`config.mk`:
```
export PLATFORM = sky130hd
export DESIGN_NAME = camera_io_line_router
export DESIGN_NICKNAME = d
export VERILOG_FILES = /design/src/include/io_router_pkg.sv /design/src/hw/camera_io_line_router.sv
export VERILOG_INCLUDE_DIRS = /design/src /design/src/include
export SDC_FILE = /design/constraint.sdc
export NUM_CORES = 1
export LEC_CHECK = 0
export BUFFER_PORTS_ARGS = -buffer_cell sky130_fd_sc_hd__buf_2
export CAP_MARGIN = 20
export CORE_ASPECT_RATIO = 0.9
export CORE_MARGIN = 2
export CORE_UTILIZATION = 55
export DETAILED_ROUTE_END_ITERATION = 8
export PLACE_DENSITY = 0.86
export SLEW_MARGIN = 25
export SYNTH_ARGS = -nofsm -noshare
export SYNTH_HDL_FRONTEND = slang
export SYNTH_SLANG_ARGS = --single-unit
```
`constraint.sdc`:
```
create_clock -name mclk -period 5.2 [get_ports mclk]
set_input_delay 0.78 -clock mclk [delete_from_list [all_inputs] [get_ports mclk]]
set_output_delay 0.78 -clock mclk [all_outputs]
set_load 0.01 [all_outputs]
```
`src/include/io_router_map.svh`:
```
// Register offsets, field positions and reset values of the camera I/O line router.
// Assumes a 32-bit Avalon-MM slave with a byte address; offsets are byte addresses.
`ifndef IO_ROUTER_MAP_SVH
`define IO_ROUTER_MAP_SVH

`define REG_LINE_SELECT 8'h00
`define REG_LINE_SOURCE 8'h04
`define REG_LINE_INVERT 8'h08
`define REG_USER_OUT 8'h0C
`define REG_LINE_STATUS 8'h10
`define REG_LINE_STATUS_ALL 8'h14
`define REG_ACQ_CONFIG 8'h18
`define REG_TRIG_ASSIGN 8'h1C

`define SEL_WIDTH 3
`define SRC_WIDTH 3
`define SEL_RESET 3'h0
`define LINE_SELECT_FIRST_OUT 3'h2
`define INVERT_RESET 6'h00
`define USER_OUT_RESET 4'h0
`define TRIG_ASSIGN_RESET 2'h3
`define UNMAPPED_READ 32'h00000000

`endif

```
`src/include/io_router_pkg.sv`:
```
// Types shared by the camera I/O line router.
// Assumes nothing of its surroundings.
package io_router_pkg;
	typedef enum logic [2:0] {
		src_exposure_in_progress = 3'h0,
		src_next_trigger_allowed = 3'h1,
		src_acq_trigger_wait = 3'h2,
		src_timer = 3'h3,
		src_user = 3'h4
	} line_source_t;
	typedef enum logic {
		mode_standard = 1'b0,
		mode_legacy = 1'b1
	} acq_mode_t;
endpackage

```
`src/hw/camera_io_line_router.sv`:
```
// Camera I/O line router: two input lines, four output lines, Avalon-MM registers.
// Assumes mclk at 200 MHz, synchronous active-low rst_n, input pins asynchronous to mclk.
//
// Notes on behaviour
// - Four independent output lines, each driven from a selectable source.
// - Logic one turns the output transistor on, zero turns it off.
// - After reset output line 1 carries exposure in progress.
// - Exposure in progress is high exactly while the sensor exposes.
// - After reset output line 2 carries next trigger allowed.
// - Next trigger allowed rises at the earliest legal next exposure start.
// - Standard mode: input 1 feeds frame start, input 2 acquisition start.
// - Legacy mode: input 1 feeds acquisition start.
// - An unassigned input line is a user input readable by software.
// - An input line assigned as trigger is not a user input.
// - Per-line and all-lines status readback of input lines.
// - Each input line has its own inversion setting.
// - Sources: trigger wait, trigger allowed, exposure, timers; wait only in standard mode.
// - The user source drives the software-written level.
`timescale 1ns/10ps
`default_nettype none
`include "io_router_map.svh"

module camera_io_line_router #(
	parameter int IN_LINES = 2,
	parameter int OUT_LINES = 4
) (
	input wire logic mclk,
	input wire logic rst_n,
	input wire logic [7:0] avs_address,
	input wire logic avs_read,
	input wire logic avs_write,
	input wire logic [31:0] avs_writedata,
	input wire logic [3:0] avs_byteenable,
	output logic [31:0] avs_readdata,
	output logic avs_waitrequest,
	input wire logic [IN_LINES-1:0] in_line_pin,
	input wire logic exposure_in_progress,
	input wire logic next_trigger_allowed,
	input wire logic acq_trigger_wait,
	input wire logic [OUT_LINES-1:0] timer_out,
	output logic [OUT_LINES-1:0] out_transistor_on,
	output logic frame_start_trigger,
	output logic acq_start_trigger
);

	////////////////////////////////////////////////////////////////////////////
	// Configuration state.

	logic [1:0] in_sync1;
	logic [1:0] in_sync2;
	logic [`SEL_WIDTH-1:0] line_select;
	io_router_pkg::line_source_t out_source [OUT_LINES];
	logic [5:0] line_invert;
	logic [3:0] user_out;
	io_router_pkg::acq_mode_t acq_mode;
	logic [1:0] trig_assign;
	logic [1:0] in_level;
	logic [1:0] user_in_level;
	logic access_done;
	logic [31:0] next_readdata;
	logic out_selected;
	logic [1:0] out_index;
	logic write_ok;

	// A write lands on the edge at which the master sees waitrequest low, never earlier.
	assign write_ok = avs_write && access_done && avs_byteenable[0];
	assign out_selected = line_select >= `LINE_SELECT_FIRST_OUT;
	assign out_index = 2'(line_select - `LINE_SELECT_FIRST_OUT);

	////////////////////////////////////////////////////////////////////////////
	// Input synchronisers and input routing.

	always_ff @(posedge mclk) begin
		if (!rst_n) begin
			in_sync1 <= 2'h0;
			in_sync2 <= 2'h0;
		end else begin
			in_sync1 <= in_line_pin[1:0];
			in_sync2 <= in_sync1;
		end
	end

	assign in_level = in_sync2 ^ line_invert[1:0];

	// trigger lines masked from user input
	assign user_in_level = in_level & ~trig_assign;

	always_ff @(posedge mclk) begin
		if (!rst_n) begin
			frame_start_trigger <= 1'b0;
			acq_start_trigger <= 1'b0;
		end else if (acq_mode == io_router_pkg::mode_standard) begin
			frame_start_trigger <= trig_assign[0] & in_level[0];
			acq_start_trigger <= trig_assign[1] & in_level[1];
		end else begin
			frame_start_trigger <= 1'b0;
			acq_start_trigger <= trig_assign[0] & in_level[0];
		end
	end

	////////////////////////////////////////////////////////////////////////////
	// Output line sources.

	// one source multiplexer per output line
	genvar g;
	generate
		for (g = 0; g < OUT_LINES; g++) begin : g_out
			logic next_level;
			always_comb begin
				unique case (out_source[g])
					// internal status signals pass straight through
					io_router_pkg::src_exposure_in_progress: next_level = exposure_in_progress;
					io_router_pkg::src_next_trigger_allowed: next_level = next_trigger_allowed;
					// trigger wait only in standard mode
					io_router_pkg::src_acq_trigger_wait:
						next_level = acq_trigger_wait && acq_mode == io_router_pkg::mode_standard;
					io_router_pkg::src_timer: next_level = timer_out[g];
					io_router_pkg::src_user: next_level = user_out[g];
					default: next_level = 1'b0;
				endcase
			end
			// one means transistor conducting, inversion applied last
			always_ff @(posedge mclk) begin
				if (!rst_n) begin
					out_transistor_on[g] <= 1'b0;
				end else begin
					out_transistor_on[g] <= next_level ^ line_invert[g + 2];
				end
			end
		end
	endgenerate

	////////////////////////////////////////////////////////////////////////////
	// Register writes.

	always_ff @(posedge mclk) begin
		if (!rst_n) begin
			line_select <= `SEL_RESET;
		end else if (write_ok && avs_address == `REG_LINE_SELECT) begin
			line_select <= avs_writedata[`SEL_WIDTH-1:0];
		end
	end

	always_ff @(posedge mclk) begin
		if (!rst_n) begin
			for (int i = 0; i < OUT_LINES; i++) begin
				out_source[i] <= io_router_pkg::src_user;
			end
			out_source[0] <= io_router_pkg::src_exposure_in_progress;
			out_source[1] <= io_router_pkg::src_next_trigger_allowed;
		end else if (write_ok && avs_address == `REG_LINE_SOURCE && out_selected
				&& avs_writedata[`SRC_WIDTH-1:0] <= 3'h4) begin
			out_source[out_index] <= io_router_pkg::line_source_t'(avs_writedata[`SRC_WIDTH-1:0]);
		end
	end

	always_ff @(posedge mclk) begin
		if (!rst_n) begin
			line_invert <= `INVERT_RESET;
		end else if (write_ok && avs_address == `REG_LINE_INVERT && line_select <= 3'h5) begin
			line_invert[line_select] <= avs_writedata[0];
		end
	end

	always_ff @(posedge mclk) begin
		if (!rst_n) begin
			user_out <= `USER_OUT_RESET;
		end else if (write_ok && avs_address == `REG_USER_OUT) begin
			user_out <= avs_writedata[3:0];
		end
	end

	// software picks which inputs are triggers
	always_ff @(posedge mclk) begin
		if (!rst_n) begin
			acq_mode <= io_router_pkg::mode_standard;
			trig_assign <= `TRIG_ASSIGN_RESET;
		end else if (write_ok && avs_address == `REG_ACQ_CONFIG) begin
			acq_mode <= io_router_pkg::acq_mode_t'(avs_writedata[0]);
		end else if (write_ok && avs_address == `REG_TRIG_ASSIGN) begin
			trig_assign <= avs_writedata[1:0];
		end
	end

	////////////////////////////////////////////////////////////////////////////
	// Register reads and bus handshake.

	always_comb begin
		next_readdata = `UNMAPPED_READ;
		unique case (avs_address)
			`REG_LINE_SELECT: next_readdata[`SEL_WIDTH-1:0] = line_select;
			`REG_LINE_SOURCE: next_readdata[`SRC_WIDTH-1:0] = out_selected ? out_source[out_index] : 3'h0;
			`REG_LINE_INVERT: next_readdata[0] = line_select <= 3'h5 ? line_invert[line_select] : 1'b0;
			`REG_USER_OUT: next_readdata[3:0] = user_out;
			`REG_LINE_STATUS: next_readdata[0] = line_select < 3'h2 ? in_level[line_select[0]]
				: (out_selected && line_select <= 3'h5) ? out_transistor_on[out_index] : 1'b0;
			`REG_LINE_STATUS_ALL: next_readdata[7:0] = {user_in_level, out_transistor_on, in_level};
			`REG_ACQ_CONFIG: next_readdata[0] = acq_mode;
			`REG_TRIG_ASSIGN: next_readdata[1:0] = trig_assign;
			default: next_readdata = `UNMAPPED_READ;
		endcase
	end

	// One wait cycle per access; the answer comes on the second edge.
	always_ff @(posedge mclk) begin
		if (!rst_n) begin
			access_done <= 1'b0;
			avs_readdata <= `UNMAPPED_READ;
		end else begin
			access_done <= (avs_read || avs_write) && !access_done;
			if (avs_read && !access_done) begin
				avs_readdata <= next_readdata;
			end
		end
	end

	assign avs_waitrequest = (avs_read || avs_write) && !access_done;

endmodule // camera_io_line_router
`default_nettype wire

```
==> results.py, run 1 <==
metrics = {
    "run_status": {
        "outcome": "complete, no violations",
    },
    "power_and_ir_drop": {
        "p_leak_nw": 1.33,
        "powerDensity_nw_per_um2": 223,
        "peakVddDrop_v": 0.000147,
    },
    "yosys": {
        "synth_seq_area_share_pct": 37.1,
        "yosysWarnings": 0,
        "synth_seq_cells": 47,
        "ys.flop_type": "dfxtp_1",
        "synth-async-reset-ratio_pct": 0,
        "synth.distinct_cells": 57,
        "syn_area_sq_um": 2860,
        "syn_inst": 269,
        "synth_edf_count": 12,
        "syn_area_per_cell_sq_um": 10.6,
    },
    "global_routing": {
        "grt_usage_pct": 21.6,
        "grt_overflow_total": 0,
        "grt_start_max_net_pins": 27,
        "grt_pass1_vias": 1949,
        "grt_first_pass_wirelength_mm": 9.63,
        "grt_antenna_before_repair": 0,
    },
    "placed_design": {
        "postPlaceCellArea_sq_um": 2960,
        "numPortBuffers": 40,
        "pre_cts_ws_ps": 2560,
        "dp_hpwl_mm": 4.51,
        "gp_congestion": 0.847,
        "dp_cells": 361,
    },
    "run": {
        "cap_violations": 0,
    },
    "drt": {
        "drt_iter0_drc": 281,
        "dr.pass1.iters": 5,
        "via_per_inst": 5.72,
        "num_vias": 2111,
        "wl_per_cell_um": 16.4,
        "ant_nets": 0,
        "drc_errors": 0,
        "wl_mm": 6.04,
    },
    "sta": {
        "hold_viol_final": 0,
        "drv_slew": 0,
        "finClkSkew_ps": 5.34,
        "fin_crit_sh_pct": 51.7,
        "setup_slack_ps": 2510,
        "rsz0062_at_grt": "false",
        "relSlewSlack_pct": 37.9,
        "tightest_slew_ps": 930,
        "tns_ps": 0,
        "clock.fmax_mhz": 372,
        "post-route-min-period_ps": 2690,
        "setup_viol": 0,
    },
    "clocking": {
        "postCtsSetupBuffers": 0,
        "cts_max_path_buffers": 2,
        "cts_made_buffers": 5,
        "cts_htree_levels": 2,
        "cts_resized": 0,
        "tritoncts": "yes",
        "root_buffer": "clkbuf_8",
        "clkSinkCount": 47,
        "cts_hold_buffers": 0,
        "clk_latency_ps": 310,
        "clk_pin_slew_ps": 90,
    },
    "worst_setup_path": {
        "worstSetupPathType": "flop to flop",
        "worstPathRequired_ps": 5210,
        "rr_worst_depth": 5,
        "cp.arrival_ps": 2700,
        "r2r-end": "out_source[3][2]",
        "crit_fanout": 19,
        "rr_startpoint": "line_select[1]",
        "reg2reg_slack_ps": 2510,
        "start_kind": "flop",
        "cp-end-kind": "flop",
    },
    "hold_path": {
        "hold_path.startpoint": "in_sync1[1]",
        "hold_depth": 1,
        "hold_class": "flop to flop",
        "holdPathEnd": "in_sync2[1]",
    },
    "die": {
        "core_sq_um": 4920,
        "die_h_um": 72.4,
        "die_x_um": 80.0,
        "row_count": 24,
        "boundaryPins": 96,
        "die_area_sq_um": 5790,
        "start_util_pct": 58.1,
    },
    "final_layout": {
        "design_area_sq_um": 3040,
        "final_cells": 369,
        "diodes": 0,
        "nets": 365,
        "syn2layout_area_growth_pct": 6.43,
        "drive_gt1_share_pct": 25.7,
    },
}
[where the power goes]
group	total [W]	internal (W)	switching, W
clock network	0.000221	0.0000940	0.000127
registers	0.000387	0.000382	0.00000578
logic	0.0000692	0.0000254	0.0000439
total	0.000678	0.000501	0.000177
[Yosys cell counts (3+ instances only)]
cell	count	area [sq um]
dfxtp_1	35	701
mux2i_1	29	290
buf_4	25	188
nor2_1	18	67.6
and2_1	12	75.1
edfxtp_1	12	360
nand2_1	12	45.0
nand2b_1	11	68.8
mux4_2	7	158
nand3_1	7	35.0
nor3b_1	7	52.6
clkbuf_1	5	18.8
ha_1	5	62.6
inv_1	5	18.8
nor3_1	5	25.0
o21ai_0	5	25.0
a21oi_1	4	20.0
a32oi_1	4	35.0
clkbuf_8	4	55.1
nand4b_1	4	35.0
nand4_1	3	18.8
nor2b_1	3	18.8
nor4b_4	3	71.3
[layout by cell type (no fill, tap or decap), drive strengths merged, types with 2 or more instances in the layout]
cell    instances
nand3           7
clkbuf          5
nand4b          5
xor2            2
conb           24
and2           14
ha              5
a21oi           4
nor2           19
o21ai           6
nor4            4
a32oi           4
edfxtp         12
or3b            2
nor4b           4
mux2            2
a211oi          2
nand2b         11
and3            3
nor3b           7
buf            40
clkinv          2
nor2b           3
inv             6
a22oi           2
nand2          13
nand4           3
dfxtp          35
mux2i          29
and4            2
a22o            2
mux4            7
nor3            6
[stage by stage]
| stage | total power (W) | hold WS, ps | utilization, % |
|---|---|---|---|
| global route | 0.000701 | 470 | 61.8 |
| floorplan | 0.000448 | 412 | - |
| finish | 0.000678 | 439 | 61.8 |
| detailed placement | 0.000464 | 424 | 60.0 |
| CTS | 0.000679 | 445 | 61.8 |
| global placement | 0.000463 | 415 | 60.0 |
[worst max-delay path, cell delays in order (launching register included)]
cell	delay [ps]
dfxtp_1	910
inv_1	250
ha_1	370
nand4b_4	270
nor4b_4	350
nand2b_1	220
[worst max path at each step]
stage	cells after the start	from	to	slack [ps]
2_1_floorplan	5	avs_writedata[0]	out_source[3][0]	3060
3_3_place_gp	5	line_select[1]	out_source[3][0]	2680
3_5_place_dp	5	line_select[1]	out_source[3][0]	2560
4_1_cts	5	line_select[1]	out_source[3][2]	2540
5_1_grt	5	line_select[1]	out_source[3][2]	2360
6_report	5	line_select[1]	out_source[3][2]	2510
[flip-flops by register name, indices dropped and copies added (netlist names), 2 cells and up]
signal / flops
out_source: 12
avs_readdata: 8
line_invert: 6
out_transistor_on: 4
user_out: 4
line_select: 3
in_sync1: 2
in_sync2: 2
trig_assign: 2
[area by class of cell]
type                    instances  area (sq um)
multi-input cells             203          1590
repair buffers                 40           200
well taps                      65          81.3
inverters                       6          22.5
clock inverters                 3          18.8
fillers                       392          1880
clock buffers                   5          68.8
flip-flops and latches         47          1060
[per-layer routing]
metal  track usage (%)  wire, um  vias to the layer above
met5                 0         0                        -
met4              5.84        65                        0
met3              5.35       441                        6
met2              35.0      3050                       91
met1              29.0      2490                     1011
li1                  -         -                     1003
[cells by family (layout without fill, tap and decap cells)]
group,Yosys count,count (layout),share of synthesized area (%)
mux,38,38,16.4
fa+ha+maj,5,5,2.19
simple gates,107,107,26.4
flops,47,47,37.1
other cells,1,24,0.131
xor+xnor,2,2,0.613
buf+inv,42,54,10.3
compound gates,27,27,6.82
Note: power is estimated with default switching activity, not from simulation.
==> run 2, diff against run 1 <==
--- a/config.mk
+++ b/config.mk
@@ -10,9 +10,9 @@
 export CAP_MARGIN = 20
 export CORE_ASPECT_RATIO = 0.9
 export CORE_MARGIN = 2
-export CORE_UTILIZATION = 55
+export CORE_UTILIZATION = 51
 export DETAILED_ROUTE_END_ITERATION = 8
-export PLACE_DENSITY = 0.86
+export PLACE_DENSITY = 0.81
 export SLEW_MARGIN = 25
 export SYNTH_ARGS = -nofsm -noshare
 export SYNTH_HDL_FRONTEND = slang
==> constraint.sdc (replaced) <==
create_clock -name mclk -period 2.75 [get_ports mclk]
set_input_delay 0.4125 -clock mclk [delete_from_list [all_inputs] [get_ports mclk]]
set_output_delay 0.4125 -clock mclk [all_outputs]
set_load 0.01 [all_outputs]
==> run 2 against run 1 <==
Total power rose by 110%. Combinational power up 95%. Die area is 7.4% higher. Clock power rose to 2.6 times the previous value. Critical endpoint unchanged. Largest cell class unchanged.
==> results.py, run 2 (same netlist as run 1, synthesis figures left out) <==
metrics = {
    "run_status": {
        "outcome": "complete, no violations",
    },
    "worst_setup_path": {
        "rr_worst_depth": 5,
        "start_kind": "flop",
        "slowest_stage": "dfxtp_1",
        "cp-end-kind": "flop",
        "cp.arrival_ps": 2020,
        "worstSetupPathType": "flop to flop",
        "rr_startpoint": "line_select[2]",
        "crit_fanout": 6,
        "critPathMaxStageDelay_ps": 470,
        "worstPathRequired_ps": 2770,
        "worstPathCellList": "inv_1 -> ha_1 -> nand4b_4 -> nor4b_4 -> nand2b_1",
        "critPathLaunch": "line_select[2]",
    },
    "final_layout": {
        "syn2layout_area_growth_pct": 9.32,
        "largest-register": "out_source",
        "final_cell_mix": "40 x buf_2, 35 x dfxtp_1, 29 x mux2i_1",
        "design_area_sq_um": 3130,
        "utilization_pct": 58.8,
        "largest_register_ffs": 12,
        "largestRegisters": "out_source (12), avs_readdata (8), line_invert (6)",
        "drive_gt1_share_pct": 26.9,
        "final_common_cell": "buf_2",
        "nets": 370,
        "diodes": 0,
    },
    "sta": {
        "rsz0062_at_grt": "false",
        "hold_slack_ps": 307,
        "hold_viol_final": 0,
        "fin_crit_sh_pct": 72.8,
        "tightest_slew_ps": 660,
        "clock.fmax_mhz": 500,
        "drv_slew": 0,
        "tns_ps": 0,
        "finClkSkew_ps": 8.73,
        "setup_viol": 0,
        "post-route-min-period_ps": 2000,
        "relSlewSlack_pct": 55.6,
    },
    "global_routing": {
        "grt_overflow_total": 0,
        "grt_antenna_before_repair": 0,
        "grt_usage_pct": 20.6,
        "grt_pass1_vias": 2049,
        "grt_first_pass_wirelength_mm": 9.98,
        "grt_start_max_net_pins": 19,
    },
    "drt": {
        "via_per_inst": 5.72,
        "drt_iter0_drc": 218,
        "num_vias": 2149,
        "ant_nets": 0,
        "dr.pass1.iters": 5,
        "drc_errors": 0,
        "wl_per_cell_um": 16.6,
        "wl_mm": 6.26,
    },
    "clocking": {
        "clkSinkCount": 47,
        "cts_max_path_buffers": 2,
        "postCtsSetupBuffers": 0,
        "root_buffer": "clkbuf_8",
        "cts_made_buffers": 5,
        "cts_htree_levels": 2,
        "cts_resized": 0,
        "clk_latency_ps": 300,
        "clk_pin_slew_ps": 90,
        "cts_hold_buffers": 0,
        "tritoncts": "yes",
    },
    "die": {
        "row_count": 25,
        "die_x_um": 82.9,
        "start_util_pct": 53.8,
        "die_h_um": 75.0,
        "core_sq_um": 5320,
        "boundaryPins": 96,
        "die_area_sq_um": 6220,
    },
    "placed_design": {
        "gp_congestion": 0.841,
        "dp_hpwl_mm": 4.61,
        "numPortBuffers": 40,
        "postPlaceCellArea_sq_um": 3000,
    },
    "hold_path": {
        "hold_class": "input port to flop",
        "hold_depth": 2,
        "hold_path.startpoint": "in_line_pin[0]",
    },
    "run": {
        "cap_violations": 0,
    },
    "power_and_ir_drop": {
        "powerDensity_nw_per_um2": 460,
        "peakVddDrop_v": 0.000297,
        "p_leak_nw": 1.37,
        "total_power_w": 0.00144,
    },
}
## run 2: cell types whose count changed in the layout (fill, tap and decap cells not counted), sizes merged
cell,delta
clkbuf,+1
clkinvlp,-1
bufinv,+1
clkinv,-1
buf,+5
## run 2: stage by stage
stage               std cells  setup WS [ps]
floorplan                 292            754
global placement          368            669
detailed placement        368            616
CTS                       376            750
global route              376            577
finish                    376            749
## run 2: final timing paths
| path | to | slack (ps) |
|---|---|---|
| min | in_sync1[0] | 310 |
| max reg2reg | out_source[3][2] | 750 |
| min reg2reg | in_sync2[0] | 440 |
| max | out_source[3][2] | 750 |
## run 2: area by class of cell
cell class              count  area, sq um
well taps                  67         83.8
inverters                   6         22.5
repair buffers             45          238
multi-input cells         203         1590
clock buffers               6         93.8
clock inverters             2         36.3
fillers                   448         2190
flip-flops and latches     47         1060
## run 2: worst max-delay path: cells and delay by family (launching register included)
family,cells,cell delay (ps)
buffers and inverters,1,150
AND/OR/NAND/NOR,3,810
flip-flops,1,470
adder cells (fa/ha/maj),1,290
## run 2: where the power goes
part | switching [W] | internal (W) | total, W
registers | 0.0000108 | 0.000722 | 0.000732
clock network | 0.000242 | 0.000327 | 0.000569
logic | 0.0000849 | 0.0000503 | 0.000135
total | 0.000338 | 0.00110 | 0.00144
## run 2: metal layers
metal / track usage [%] / vias up / share of wire (%)
li1: - / 1012 / -
met1: 26.3 / 1013 / 42
met2: 36.2 / 108 / 48
met3: 3.62 / 16 / 7.8
met4: 6.92 / 0 / 2.1
met5: 0 / - / 0
==> run 3, diff against run 2 <==
==> constraint.sdc (replaced) <==
create_clock -name mclk -period 1.85 [get_ports mclk]
set_input_delay 0.2775 -clock mclk [delete_from_list [all_inputs] [get_ports mclk]]
set_output_delay 0.2775 -clock mclk [all_outputs]
set_load 0.01 [all_outputs]
==> run 3 against run 2 <==
Clock skew about the same. Sequential power rose by 49%. Clock power up 26%. Critical endpoint unchanged.
==> results.py, run 3 (same netlist as run 1, synthesis figures left out) <==
metrics = {
    "final_layout": {
        "fillers": 435,
        "final-seq-area_sq_um": 1060,
        "largest-register": "out_source",
        "final_common_cell": "buf_2",
        "syn2layout_area_growth_pct": 14.2,
        "multi_input_area_sq_um": 1610,
        "design_area_sq_um": 3270,
        "largestRegisters": "out_source (12), avs_readdata (8), line_invert (6)",
        "largest_register_ffs": 12,
        "drive_gt1_share_pct": 32.0,
        "nets": 386,
        "final_cell_mix": "40 x buf_2, 33 x dfxtp_1, 29 x mux2i_1",
        "diodes": 0,
    },
    "sta": {
        "setup_viol": 0,
        "hold_viol_final": 0,
        "clock.fmax_mhz": 567,
        "post-route-min-period_ps": 1760,
        "hold_slack_ps": 176,
        "rsz0062_at_grt": "false",
        "fin_crit_sh_pct": 95.3,
        "drv_slew": 0,
        "setup_slack_ps": 86.8,
        "finClkSkew_ps": 8.94,
    },
    "placed_design": {
        "dp_hpwl_mm": 5.13,
        "pre_cts_ws_ps": -44.7,
        "numPortBuffers": 40,
        "postPlaceCellArea_sq_um": 3160,
        "gp_congestion": 0.888,
    },
    "die": {
        "row_count": 25,
        "die_x_um": 82.9,
        "die_area_sq_um": 6220,
        "start_util_pct": 53.8,
        "die_h_um": 75.0,
        "core_sq_um": 5320,
        "boundaryPins": 96,
    },
    "clocking": {
        "clkSinkCount": 47,
        "clk_pin_slew_ps": 100,
        "cts_made_buffers": 5,
        "cts_htree_levels": 2,
        "cts_max_path_buffers": 2,
        "tritoncts": "yes",
        "clk_latency_ps": 300,
        "root_buffer": "clkbuf_8",
    },
    "power_and_ir_drop": {
        "combPwrFrac_pct": 10.8,
        "switching_share_pct": 25.4,
        "clkPwrFrac_pct": 35.4,
        "peakVddDrop_v": 0.000397,
        "p_leak_nw": 1.46,
        "seqPwrFrac_pct": 53.8,
        "powerDensity_nw_per_um2": 619,
        "p_int_w": 0.00151,
        "p_sw_w": 0.000514,
    },
    "drt": {
        "drt_iter0_drc": 231,
        "num_vias": 2239,
        "dr.pass1.iters": 5,
        "drc_errors": 0,
        "wl_per_cell_um": 17.0,
        "ant_nets": 0,
        "via_per_inst": 5.71,
        "wl_mm": 6.67,
    },
    "run": {
        "cap_violations": 0,
    },
    "global_routing": {
        "grt_usage_pct": 21.9,
        "grt_overflow_total": 0,
        "grt_antenna_before_repair": 0,
        "grt_pass1_vias": 2142,
        "grt_first_pass_wirelength_mm": 10.6,
        "grt_start_max_net_pins": 20,
    },
    "worst_setup_path": {
        "worstPathRequired_ps": 1880,
        "cp-end-kind": "flop",
        "worstSetupPathType": "flop to flop",
        "crit_fanout": 6,
        "cp.arrival_ps": 1800,
        "start_kind": "flop",
    },
    "hold_path": {
        "hold_class": "input port to flop",
    },
    "run_status": {
        "outcome": "complete, no violations",
    },
}
## run 3: cell type report
class / count / share of cell area [%]
multi-input combinational: 203 / 49.3
sequential: 47 / 32.6
timing repair buffer: 61 / 11.3
clock buffer: 6 / 2.87
tap: 67 / 2.57
inverter: 6 / 0.919
clock inverter: 2 / 0.421
## run 3: worst paths after layout
| check | start | slack, ps | cells after the start | endpoint |
|---|---|---|---|---|
| setup reg to reg | line_select[2] | 90 | 5 | out_source[3][2] |
| hold / removal | in_line_pin[1] | 180 | 2 | in_sync1[1] |
| setup / recovery | line_select[2] | 90 | 5 | out_source[3][2] |
| hold reg to reg | in_sync1[1] | 440 | 1 | in_sync2[1] |
## run 3: timing repair
item                       CTS  global route
pin swaps                    0             0
cloned                       0             0
setup endpoints to repair    1             1
hold endpoints to repair     0             0
setup buffers                0             0
resized for setup            1             1
hold buffers                 0             0
## run 3: layer usage
metal	up-vias	GRT usage, %	part of all wire [%]
li1	1041	-	-
met1	1076	28.7	43
met2	111	37.5	48
met3	11	3.95	7.3
met4	0	7.47	1.5
met5	-	0	0
## run 3: stage by stage
| stage | cells | setup TNS (ps) | util [%] | power (W) |
|---|---|---|---|---|
| after global placement | 384 | -24.1 | 59.4 | 0.00132 |
| after detailed placement | 384 | -164 | 59.4 | 0.00133 |
| after global routing | 392 | 0 | 61.4 | 0.00209 |
| after floorplan | 292 | -49.0 | - | 0.00126 |
| after CTS | 392 | 0 | 61.4 | 0.00202 |
| final | 392 | 0 | 61.4 | 0.00202 |
## run 3: worst max-delay path, cell delays in order (launching register included)
cell      delay [ps]
dfxtp_1          360
inv_1            130
ha_4             210
nand4b_4         240
nor4b_4          360
nand2b_4         200
## run 3: power by group through the flow
| stage | clock [W] | combinational, W | sequential (W) |
|---|---|---|---|
| after detailed placement | 0 | 0.000214 | 0.00111 |
| after global placement | 0 | 0.000211 | 0.00111 |
| after CTS | 0.000718 | 0.000216 | 0.00109 |
| after floorplan | 0 | 0.000149 | 0.00111 |
| after global routing | 0.000761 | 0.000237 | 0.00109 |
| final | 0.000717 | 0.000218 | 0.00109 |
